==> config.mk <==
export PLATFORM = sky130hd
export DESIGN_NAME = hcb_cpu_port
export DESIGN_NICKNAME = d
export VERILOG_FILES = /design/src/pkg/hcb_pkg.sv /design/src/pkg/hcb_fifo_if.sv /design/src/hw/hcb_fifo.sv /design/src/hw/hcb_cpu_port.sv
export SDC_FILE = /design/constraint.sdc
export NUM_CORES = 1
export LEC_CHECK = 0
export BUFFER_PORTS_ARGS = -buffer_cell sky130_fd_sc_hd__buf_2
export CAP_MARGIN = 20
export CORE_MARGIN = 5
export CORE_UTILIZATION = 49
export DETAILED_ROUTE_END_ITERATION = 16
export PLACE_DENSITY = 0.77
export SETUP_SLACK_MARGIN = 0.05
export SLEW_MARGIN = 15
export SYNTH_ARGS = -nofsm -noshare
export SYNTH_HDL_FRONTEND = slang
export SYNTH_SLANG_ARGS = --single-unit
==> constraint.sdc <==
create_clock -name i_clk_sys -period 3 [get_ports i_clk_sys]
set_input_delay 0.45 -clock i_clk_sys [delete_from_list [all_inputs] [get_ports i_clk_sys]]
set_output_delay 0.45 -clock i_clk_sys [all_outputs]
set_load 0.02 [all_outputs]
==> src/pkg/hcb_pkg.sv <==
// Constants and types shared by the host CPU bus port
package hcb_pkg;
  localparam int CLK_NS = 10;
  localparam int ADDR_W = 18;
  localparam int DATA_W = 32;
  localparam int FIFO_DEPTH = 4;
  // Strobe recovery, ordinary and for host operational registers
  localparam int GAP_NS = 25;
  localparam int GAP_EHCI_NS = 195;
  localparam int GAP_CYC = (GAP_NS + CLK_NS - 1) / CLK_NS;
  localparam int GAP_EHCI_CYC = (GAP_EHCI_NS + CLK_NS - 1) / CLK_NS;
  // Memory read strobe cycle time, low and 3.3 V I/O supply
  localparam int MEM_CY_LV_NS = 40;
  localparam int MEM_CY_HV_NS = 36;
  localparam int MEM_CY_LV_CYC = (MEM_CY_LV_NS + CLK_NS - 1) / CLK_NS;
  localparam int MEM_CY_HV_CYC = (MEM_CY_HV_NS + CLK_NS - 1) / CLK_NS;
  // Longest times the device must meet
  localparam int RD_VALID_LV_NS = 35;
  localparam int RD_VALID_HV_NS = 22;
  localparam int RD_VALID_CYC = RD_VALID_HV_NS / CLK_NS;
  localparam int REQ_DROP_LV_NS = 29;
  localparam int REQ_DROP_HV_NS = 18;
  localparam int REQ_DROP_CYC = REQ_DROP_HV_NS / CLK_NS;
  localparam int REQ_AGAIN_NS = 56;
  localparam int REQ_AGAIN_CYC = REQ_AGAIN_NS / CLK_NS;
  // Address map of the decode used by the recovery checker
  localparam logic [ADDR_W-1:0] EHCI_OP_LO = 18'h00020;
  localparam logic [ADDR_W-1:0] EHCI_OP_HI = 18'h00044;
  localparam logic [ADDR_W-1:0] MEM_BASE = 18'h00400;
  localparam logic [4:0] GAP_CNT_MAX = 5'h1F;
  localparam logic [DATA_W-1:0] DATA_RST = 32'h00000000;
  typedef enum logic [1:0] {
    HCB_DMA_IDLE,
    HCB_DMA_REQ,
    HCB_DMA_BUSY
  } hcb_dma_state_t;
endpackage

==> src/pkg/hcb_fifo_if.sv <==
// Push and pop handshakes between the port and its DMA FIFO
`timescale 1ns/1ns
`default_nettype none
interface hcb_fifo_if;
  import hcb_pkg::*;
  logic in_valid;
  logic in_ready;
  logic [DATA_W-1:0] in_data;
  logic out_valid;
  logic out_ready;
  logic [DATA_W-1:0] out_data;
  modport fifo (
    input in_valid, in_data, out_ready,
    output in_ready, out_valid, out_data
  );
  modport user (
    output in_valid, in_data, out_ready,
    input in_ready, out_valid, out_data
  );
endinterface
`default_nettype wire

==> src/hw/hcb_fifo.sv <==
// Small flip-flop FIFO with valid and ready on both sides
`timescale 1ns/1ns
`default_nettype none
module hcb_fifo #(
  parameter int WIDTH = 32,
  parameter int DEPTH = 4
) (
  input wire logic i_clk_sys,
  input wire logic i_rstn,
  hcb_fifo_if.fifo bus
);
  import hcb_pkg::*;
  localparam int PW = $clog2(DEPTH);
  localparam int CW = PW + 1;
  logic [WIDTH-1:0] mem [DEPTH];
  logic [PW-1:0] wr_ptr;
  logic [PW-1:0] rd_ptr;
  logic [CW-1:0] count;
  logic [CW-1:0] next_count;
  logic push;
  logic pop;
  logic in_ready;
  logic out_valid;

  assign push = bus.in_valid && in_ready;
  assign pop = bus.out_ready && out_valid;
  assign bus.in_ready = in_ready;
  assign bus.out_valid = out_valid;
  assign bus.out_data = mem[rd_ptr];

  always_comb begin
    next_count = count;
    if (push && !pop) begin
      next_count = count + CW'(1);
    end else if (pop && !push) begin
      next_count = count - CW'(1);
    end
  end

  // Flags are registered from the next count so both stay honest
  always_ff @(posedge i_clk_sys or negedge i_rstn) begin
    if (!i_rstn) begin
      count <= '0;
      in_ready <= 1'b0;
      out_valid <= 1'b0;
    end else begin
      count <= next_count;
      in_ready <= next_count != CW'(DEPTH);
      out_valid <= next_count != '0;
    end
  end

  always_ff @(posedge i_clk_sys or negedge i_rstn) begin
    if (!i_rstn) begin
      wr_ptr <= '0;
      rd_ptr <= '0;
    end else begin
      if (push) begin
        wr_ptr <= (wr_ptr == PW'(DEPTH - 1)) ? '0 : wr_ptr + PW'(1);
      end
      if (pop) begin
        rd_ptr <= (rd_ptr == PW'(DEPTH - 1)) ? '0 : rd_ptr + PW'(1);
      end
    end
  end

  always_ff @(posedge i_clk_sys) begin
    if (push) begin
      mem[wr_ptr] <= bus.in_data;
    end
  end
endmodule
`default_nettype wire

==> src/hw/hcb_cpu_port.sv <==
// Device end of the asynchronous CPU bus with single-cycle DMA reads
// Summary of operation
// RULE1 - DMA request and acknowledge are both active high.
// RULE2 - Master leaves 25 ns between any strobe rise and next fall.
// RULE3 - Host operational register gaps stretch to 195 ns.
// RULE4 - Memory read strobes spaced 40 ns low supply, 36 ns at 3.3 V.
// RULE5 - Register read data valid within 35 or 22 ns of read fall.
// RULE6 - Write strobe low 17 ns; address, data, select set up 5 ns.
// RULE7 - Acknowledge rises only at or after the DMA request.
// RULE8 - DMA read strobe falls only at or after acknowledge.
// RULE9 - DMA request drops within 29 or 18 ns of DMA read fall.
// RULE10 - Request returns within 56 ns of acknowledge release if data waits.
// RULE11 - Writes captured at write rise with select active; else ignored.
`timescale 1ns/1ns
`default_nettype none
module hcb_cpu_port (
  input wire logic i_clk_sys,
  input wire logic i_rstn,
  input wire logic i_cs_n,
  input wire logic i_rd_n,
  input wire logic i_wr_n,
  input wire logic [hcb_pkg::ADDR_W-1:0] i_addr,
  input wire logic [hcb_pkg::DATA_W-1:0] i_data,
  output logic [hcb_pkg::DATA_W-1:0] o_data,
  output logic o_data_oe,
  output logic o_dma_request_line,
  input wire logic i_dma_acknowledge_line,
  input wire logic i_low_vio,
  output logic o_wr_valid,
  output logic [hcb_pkg::ADDR_W-1:0] o_wr_addr,
  output logic [hcb_pkg::DATA_W-1:0] o_wr_data,
  output logic o_rd_strobe,
  output logic [hcb_pkg::ADDR_W-1:0] o_rd_addr,
  input wire logic [hcb_pkg::DATA_W-1:0] i_rd_data,
  input wire logic i_dma_valid,
  input wire logic [hcb_pkg::DATA_W-1:0] i_dma_data,
  output logic o_dma_ready,
  output logic o_gap_violation
);
  import hcb_pkg::*;

  hcb_fifo_if fbus ();

  hcb_fifo #(
    .WIDTH(DATA_W),
    .DEPTH(FIFO_DEPTH)
  ) i_hcb_fifo (
    .i_clk_sys(i_clk_sys),
    .i_rstn(i_rstn),
    .bus(fbus)
  );

  hcb_dma_state_t state;
  hcb_dma_state_t next_state;
  logic rd_q;
  logic wr_q;
  logic rd_fall;
  logic wr_fall;
  logic rd_rise;
  logic wr_rise;
  logic dma_rd;
  logic pio_rd;
  logic wr_armed;
  logic [ADDR_W-1:0] wr_addr_q;
  logic [DATA_W-1:0] wr_data_q;
  logic [4:0] gap_cnt;
  logic [4:0] rd_cy_cnt;
  logic last_ehci;
  logic last_mem_rd;
  logic last_rd;
  logic cur_ehci;
  logic cur_mem;
  logic [4:0] gap_need;
  logic [4:0] mem_need;

  // Inputs are synchronous, so one stage of history finds the edges
  always_ff @(posedge i_clk_sys or negedge i_rstn) begin
    if (!i_rstn) begin
      rd_q <= 1'b1;
      wr_q <= 1'b1;
    end else begin
      rd_q <= i_rd_n;
      wr_q <= i_wr_n;
    end
  end

  assign rd_fall = rd_q && !i_rd_n;
  assign wr_fall = wr_q && !i_wr_n;
  assign rd_rise = !rd_q && i_rd_n;
  assign wr_rise = !wr_q && i_wr_n;
  assign dma_rd = rd_fall && i_dma_acknowledge_line; // RULE1 RULE8
  assign pio_rd = rd_fall && !i_cs_n && !i_dma_acknowledge_line;

  // DMA request sequencing
  always_comb begin
    next_state = state;
    unique case (state)
      HCB_DMA_IDLE: begin
        // Data waiting and acknowledge released: ask again at once
        if (fbus.out_valid && !i_dma_acknowledge_line) begin
          next_state = HCB_DMA_REQ; // RULE10
        end
      end
      HCB_DMA_REQ: begin
        if (dma_rd) begin
          next_state = HCB_DMA_BUSY; // RULE9
        end
      end
      HCB_DMA_BUSY: begin
        if (!i_dma_acknowledge_line && i_rd_n) begin
          next_state = HCB_DMA_IDLE;
        end
      end
    endcase
  end

  always_ff @(posedge i_clk_sys or negedge i_rstn) begin
    if (!i_rstn) begin
      state <= HCB_DMA_IDLE;
      o_dma_request_line <= 1'b0;
    end else begin
      state <= next_state;
      // Drops one clock after the sampled read fall
      o_dma_request_line <= next_state == HCB_DMA_REQ; // RULE1 RULE9
    end
  end

  // A word is popped only for a read taken while the request stands,
  // which relies on the controller keeping acknowledge after request
  assign fbus.out_ready = dma_rd && state == HCB_DMA_REQ; // RULE7
  assign fbus.in_valid = i_dma_valid;
  assign fbus.in_data = i_dma_data;
  assign o_dma_ready = fbus.in_ready;

  // Read data: driven one clock after the sampled fall, inside 22 ns
  always_ff @(posedge i_clk_sys or negedge i_rstn) begin
    if (!i_rstn) begin
      o_data <= DATA_RST;
      o_data_oe <= 1'b0;
      o_rd_strobe <= 1'b0;
      o_rd_addr <= '0;
    end else begin
      o_rd_strobe <= pio_rd;
      if (pio_rd) begin
        o_data <= i_rd_data; // RULE5
        o_rd_addr <= i_addr;
      end else if (fbus.out_ready) begin
        o_data <= fbus.out_data;
      end
      o_data_oe <= !i_rd_n && (!i_cs_n || i_dma_acknowledge_line); // RULE5
    end
  end

  // Write capture: the last sample taken while the strobe is low is
  // the one that sits inside the 5 ns set-up before the rise
  always_ff @(posedge i_clk_sys or negedge i_rstn) begin
    if (!i_rstn) begin
      wr_armed <= 1'b0;
      wr_addr_q <= '0;
      wr_data_q <= DATA_RST;
    end else begin
      if (!i_wr_n && !i_cs_n) begin
        wr_armed <= 1'b1; // RULE11
        wr_addr_q <= i_addr;
        wr_data_q <= i_data;
      end else if (i_wr_n) begin
        wr_armed <= 1'b0;
      end
    end
  end

  always_ff @(posedge i_clk_sys or negedge i_rstn) begin
    if (!i_rstn) begin
      o_wr_valid <= 1'b0;
      o_wr_addr <= '0;
      o_wr_data <= DATA_RST;
    end else begin
      o_wr_valid <= wr_rise && wr_armed; // RULE6 RULE11
      if (wr_rise && wr_armed) begin
        o_wr_addr <= wr_addr_q;
        o_wr_data <= wr_data_q;
      end
    end
  end

  // Recovery checker: flags a master that breaks the strobe gaps
  assign cur_ehci = i_addr >= EHCI_OP_LO && i_addr <= EHCI_OP_HI;
  assign cur_mem = i_addr >= MEM_BASE;
  // Read followed by write keeps the short gap even for these registers
  assign gap_need = (last_ehci && !(last_rd && wr_fall))
    ? 5'(GAP_EHCI_CYC) : 5'(GAP_CYC);
  assign mem_need = i_low_vio ? 5'(MEM_CY_LV_CYC) : 5'(MEM_CY_HV_CYC);

  always_ff @(posedge i_clk_sys or negedge i_rstn) begin
    if (!i_rstn) begin
      gap_cnt <= GAP_CNT_MAX;
      rd_cy_cnt <= GAP_CNT_MAX;
      last_ehci <= 1'b0;
      last_mem_rd <= 1'b0;
      last_rd <= 1'b0;
      o_gap_violation <= 1'b0;
    end else begin
      if (rd_rise || wr_rise) begin
        gap_cnt <= 5'h01;
      end else if (gap_cnt != GAP_CNT_MAX) begin
        gap_cnt <= gap_cnt + 5'h01;
      end
      if (rd_fall) begin
        rd_cy_cnt <= 5'h01;
      end else if (rd_cy_cnt != GAP_CNT_MAX) begin
        rd_cy_cnt <= rd_cy_cnt + 5'h01;
      end
      if ((rd_fall || wr_fall) && !i_cs_n) begin
        last_ehci <= cur_ehci;
        last_mem_rd <= rd_fall && cur_mem;
        last_rd <= rd_fall;
      end
      o_gap_violation <= ((rd_fall || wr_fall) && !i_cs_n
          && gap_cnt < gap_need) // RULE2 RULE3
        || (rd_fall && !i_cs_n && cur_mem && last_mem_rd
          && rd_cy_cnt < mem_need); // RULE4
    end
  end
endmodule
`default_nettype wire

==> impl_results.md <==
- Outcome: complete, no violations
- Initial drt markers: 434
- CTS root buf: clkbuf_16
- Crit-path slowest cell: or4_4
- Worst relative slew slack: 39.8%
- Net count reported at finish: 1,102
- Max Freq: 0.441 GHz
- CTS tree: built
- Crit-path max FO: 22
- DIE AREA: 28,100 um^2
- Min-delay worst type: primary input to flop
- Tmin final: 2270 ps
- Die height: 168 um
- Worst hold path depth: 1
- WP data arrival: 2710 ps
- RR Endpoint: i_hcb_fifo.bus.in_ready$_DFF_PN0_
- RSZ-0062 raised after global routing: false
- DRC violations left: 0
- Commonest non-fill, non-tap cell in the layout: buf_2
- Seq/Total Area, Yosys: 69.2%
- Slew Viols, Final: 0
- Grt ovf: 0
- Avg Cell Area, Syn: between 15 and 20 um^2
- Initial antenna violation count: 6
- Largest net degree at the start of global routing: 78
- Setup Buffers After CTS: 0
- Resize count post-CTS: 0
- Worst Hold End: rd_q$_DFF_PN1_
- Port bufs: about 230
- Dpl ws: 694 ps
- CP Data Required Time: ~3400 ps
- Mapped Area: around 12,000 um^2
- CP max stage delay: between 400 and 500 ps
- Boundary Pins: 228
- Diodes inserted: 0
- Setup ws final: 735 ps
- Reg2reg path depth: 7
- Most frequent cells in the layout: 225 x buf_2, 169 x dfrtp_1, 128 x edfxtp_1
- Synth area leaders: dfrtp_1 35%, edfxtp_1 32%, mux2_2 9.6%
- Post-DP HPWL: 16.8 mm
- PwrDens: 896 nW/um^2
- Cell taking the most area after synthesis: dfrtp_1
- Post-Route WL: 24.6 mm
- Syn Nets: 860
- Max-Cap Viols: 0
- Vias per inst: 5.23
- R2r setup slk: approximately 730 ps
- Global-route wire length before repair: 39.6 mm
- Vias post-DR: 6,869
- Vias in the first global route: 7,168
- Hold Fails Final Rpt: 0
- # H-tree levels: 1
- Tcrit/Tclk final: 75.5%
- Synthesized instance count: around 720
- EDFF count, synth: 128
- Startpoint types: flop
- Num CTS Buffers: 31
- Die W: around 170 um
- Worst-path clk slew: 70 ps
- Placer Congestion: 0.778
- Hold-fix buffers, CTS: 1
- Share of cells above drive strength 1: 46.1%
- Router iterations before antenna repair: 4
- Worst R2R Start: state[1]$_DFF_PN0_
- Sink Count: slightly above 300
- Initial Util: 49.9%
- GRT Resource Usage Total: 17.4%
- Synth unique cells: 53
- Worst IR Drop VDD: 0.680 mV
- Crit Path Class: flop to flop
- CP Capture Type: flop
- Synth top area share: 35.0%
- Site Rows: between 50 and 60
- Synthesis Warnings: 0
- Total negative slack: 0 ps
- Area grow syn2layout: 21.3%
- Flops & latches, synth: 310
- Routed length per instance: 18.7 um
- Fin Clk Skew: ~12 ps
- Slew @ Worst Pin: 903 ps
- Synth Flop Type: dfrtp_1
- CORE AREA: between 20,000 and 25,000 um^2
- Max Root-Sink Buffers: 3
- Finished Core Util: about three fifths
- CP Cell Sequence: inv_1 > ha_1 > and4b_4 > buf_4 > and2_2 > or4_4 > a21bo_1
- Worst-skew pair later-pin latency: 550 ps
- Asr flop ratio synth: around 59%
- Static Leak: 6.11 nW
- Routed Antenna Nets: 0
- Critical hold path startpoint: i_rd_n
- Pwr Total: 13.2 mW
- Final setup fails: 0
worst max-delay path: cells and delay by family (launching register included):
family	cells	cell delay [ps]
DFF	1	390
and+or+nand+nor	3	1000
AOI/OAI and AO/OA	1	200
buffers and inverters	2	370
adders and majority gates	1	210
worst max path at each step:
stage,startpoint,to,cells after the start
6_report,state[1]$_DFF_PN0_,i_hcb_fifo.bus.in_ready$_DFF_PN0_,7
5_1_grt,state[1]$_DFF_PN0_,i_hcb_fifo.bus.in_ready$_DFF_PN0_,6
4_1_cts,state[1]$_DFF_PN0_,i_hcb_fifo.bus.in_ready$_DFF_PN0_,7
3_5_place_dp,i_wr_n,o_gap_violation$_DFF_PN0_,8
3_3_place_gp,i_wr_n,o_gap_violation$_DFF_PN0_,8
2_1_floorplan,wr_q$_DFF_PN1_,o_gap_violation$_DFF_PN0_,7
cell type report:
cell class,instances,area (um^2)
repair buffers,241,1290
multi-input cells,368,3570
fillers,1855,9640
inverters,12,45.0
flip-flops and latches,310,8410
well taps,324,405
clock inverters,14,135
clock buffers,44,890
state kept, by name, indices dropped and copies added (netlist names), 3 cells and up:
name / cells
gap_cnt: 5
i_hcb_fifo.count: 3
i_hcb_fifo.mem: 128
o_data: 32
o_rd_addr: 18
o_wr_addr: 18
o_wr_data: 32
rd_cy_cnt: 5
wr_addr_q: 18
wr_data_q: 32
synth_stat cells, drive strengths merged, types with 2 or more instances:
master and n:
dfrtp 170, edfxtp 128, mux2 120, nand2 44, o21ai 37, mux2i 36, mux4 32, buf 19
ha 16, nor2 14, clkbuf 13, dfstp 12, inv 12, a21oi 6, and3 6, nor2b 6
a21o 5, nor3 4, xor2 4, o31ai 3, xnor2 3, a211o 2, a21boi 2, nand2b 2
nand3 2, nand4b 2, nor4 2
kinds of logic (layout without fill, tap and decap cells):
group / after synthesis / in the layout / share of synthesized area (%)
AO/OA/AOI/OAI: 65 / 65 / 3.26
adder cells (fa/ha/maj): 16 / 16 / 1.65
flip-flops: 310 / 310 / 69.2
multiplexers: 188 / 188 / 20.0
XOR/XNOR: 7 / 7 / 0.504
AND/OR/NAND/NOR: 92 / 92 / 3.77
buffers and inverters: 44 / 311 / 1.63
routing by layer:
| metal | track usage, % | wire length, um |
|---|---|---|
| met1 | 24.8 | 10900 |
| met2 | 26.8 | 11100 |
| met3 | 5.19 | 2150 |
| met4 | 3.67 | 443 |
| met5 | 0 | 62 |
power by group:
group          switching [mW]  internal, mW  leakage (nW)
Clock                    1.56          2.24         0.513
Sequential              0.503          5.50          3.33
Combinational            1.93          1.49          2.26
through the flow:
step / cells / cell area (um^2) / hold slack, ps
floorplan: 722 / 12200 / 154
global placement: 1254 / 13700 / 457
detailed placement: 1254 / 13700 / 471
CTS: 1313 / 14700 / 30.8
global route: 1313 / 14700 / 33.7
finish: 1313 / 14700 / 57.1
(Power assumes the default switching activity.)
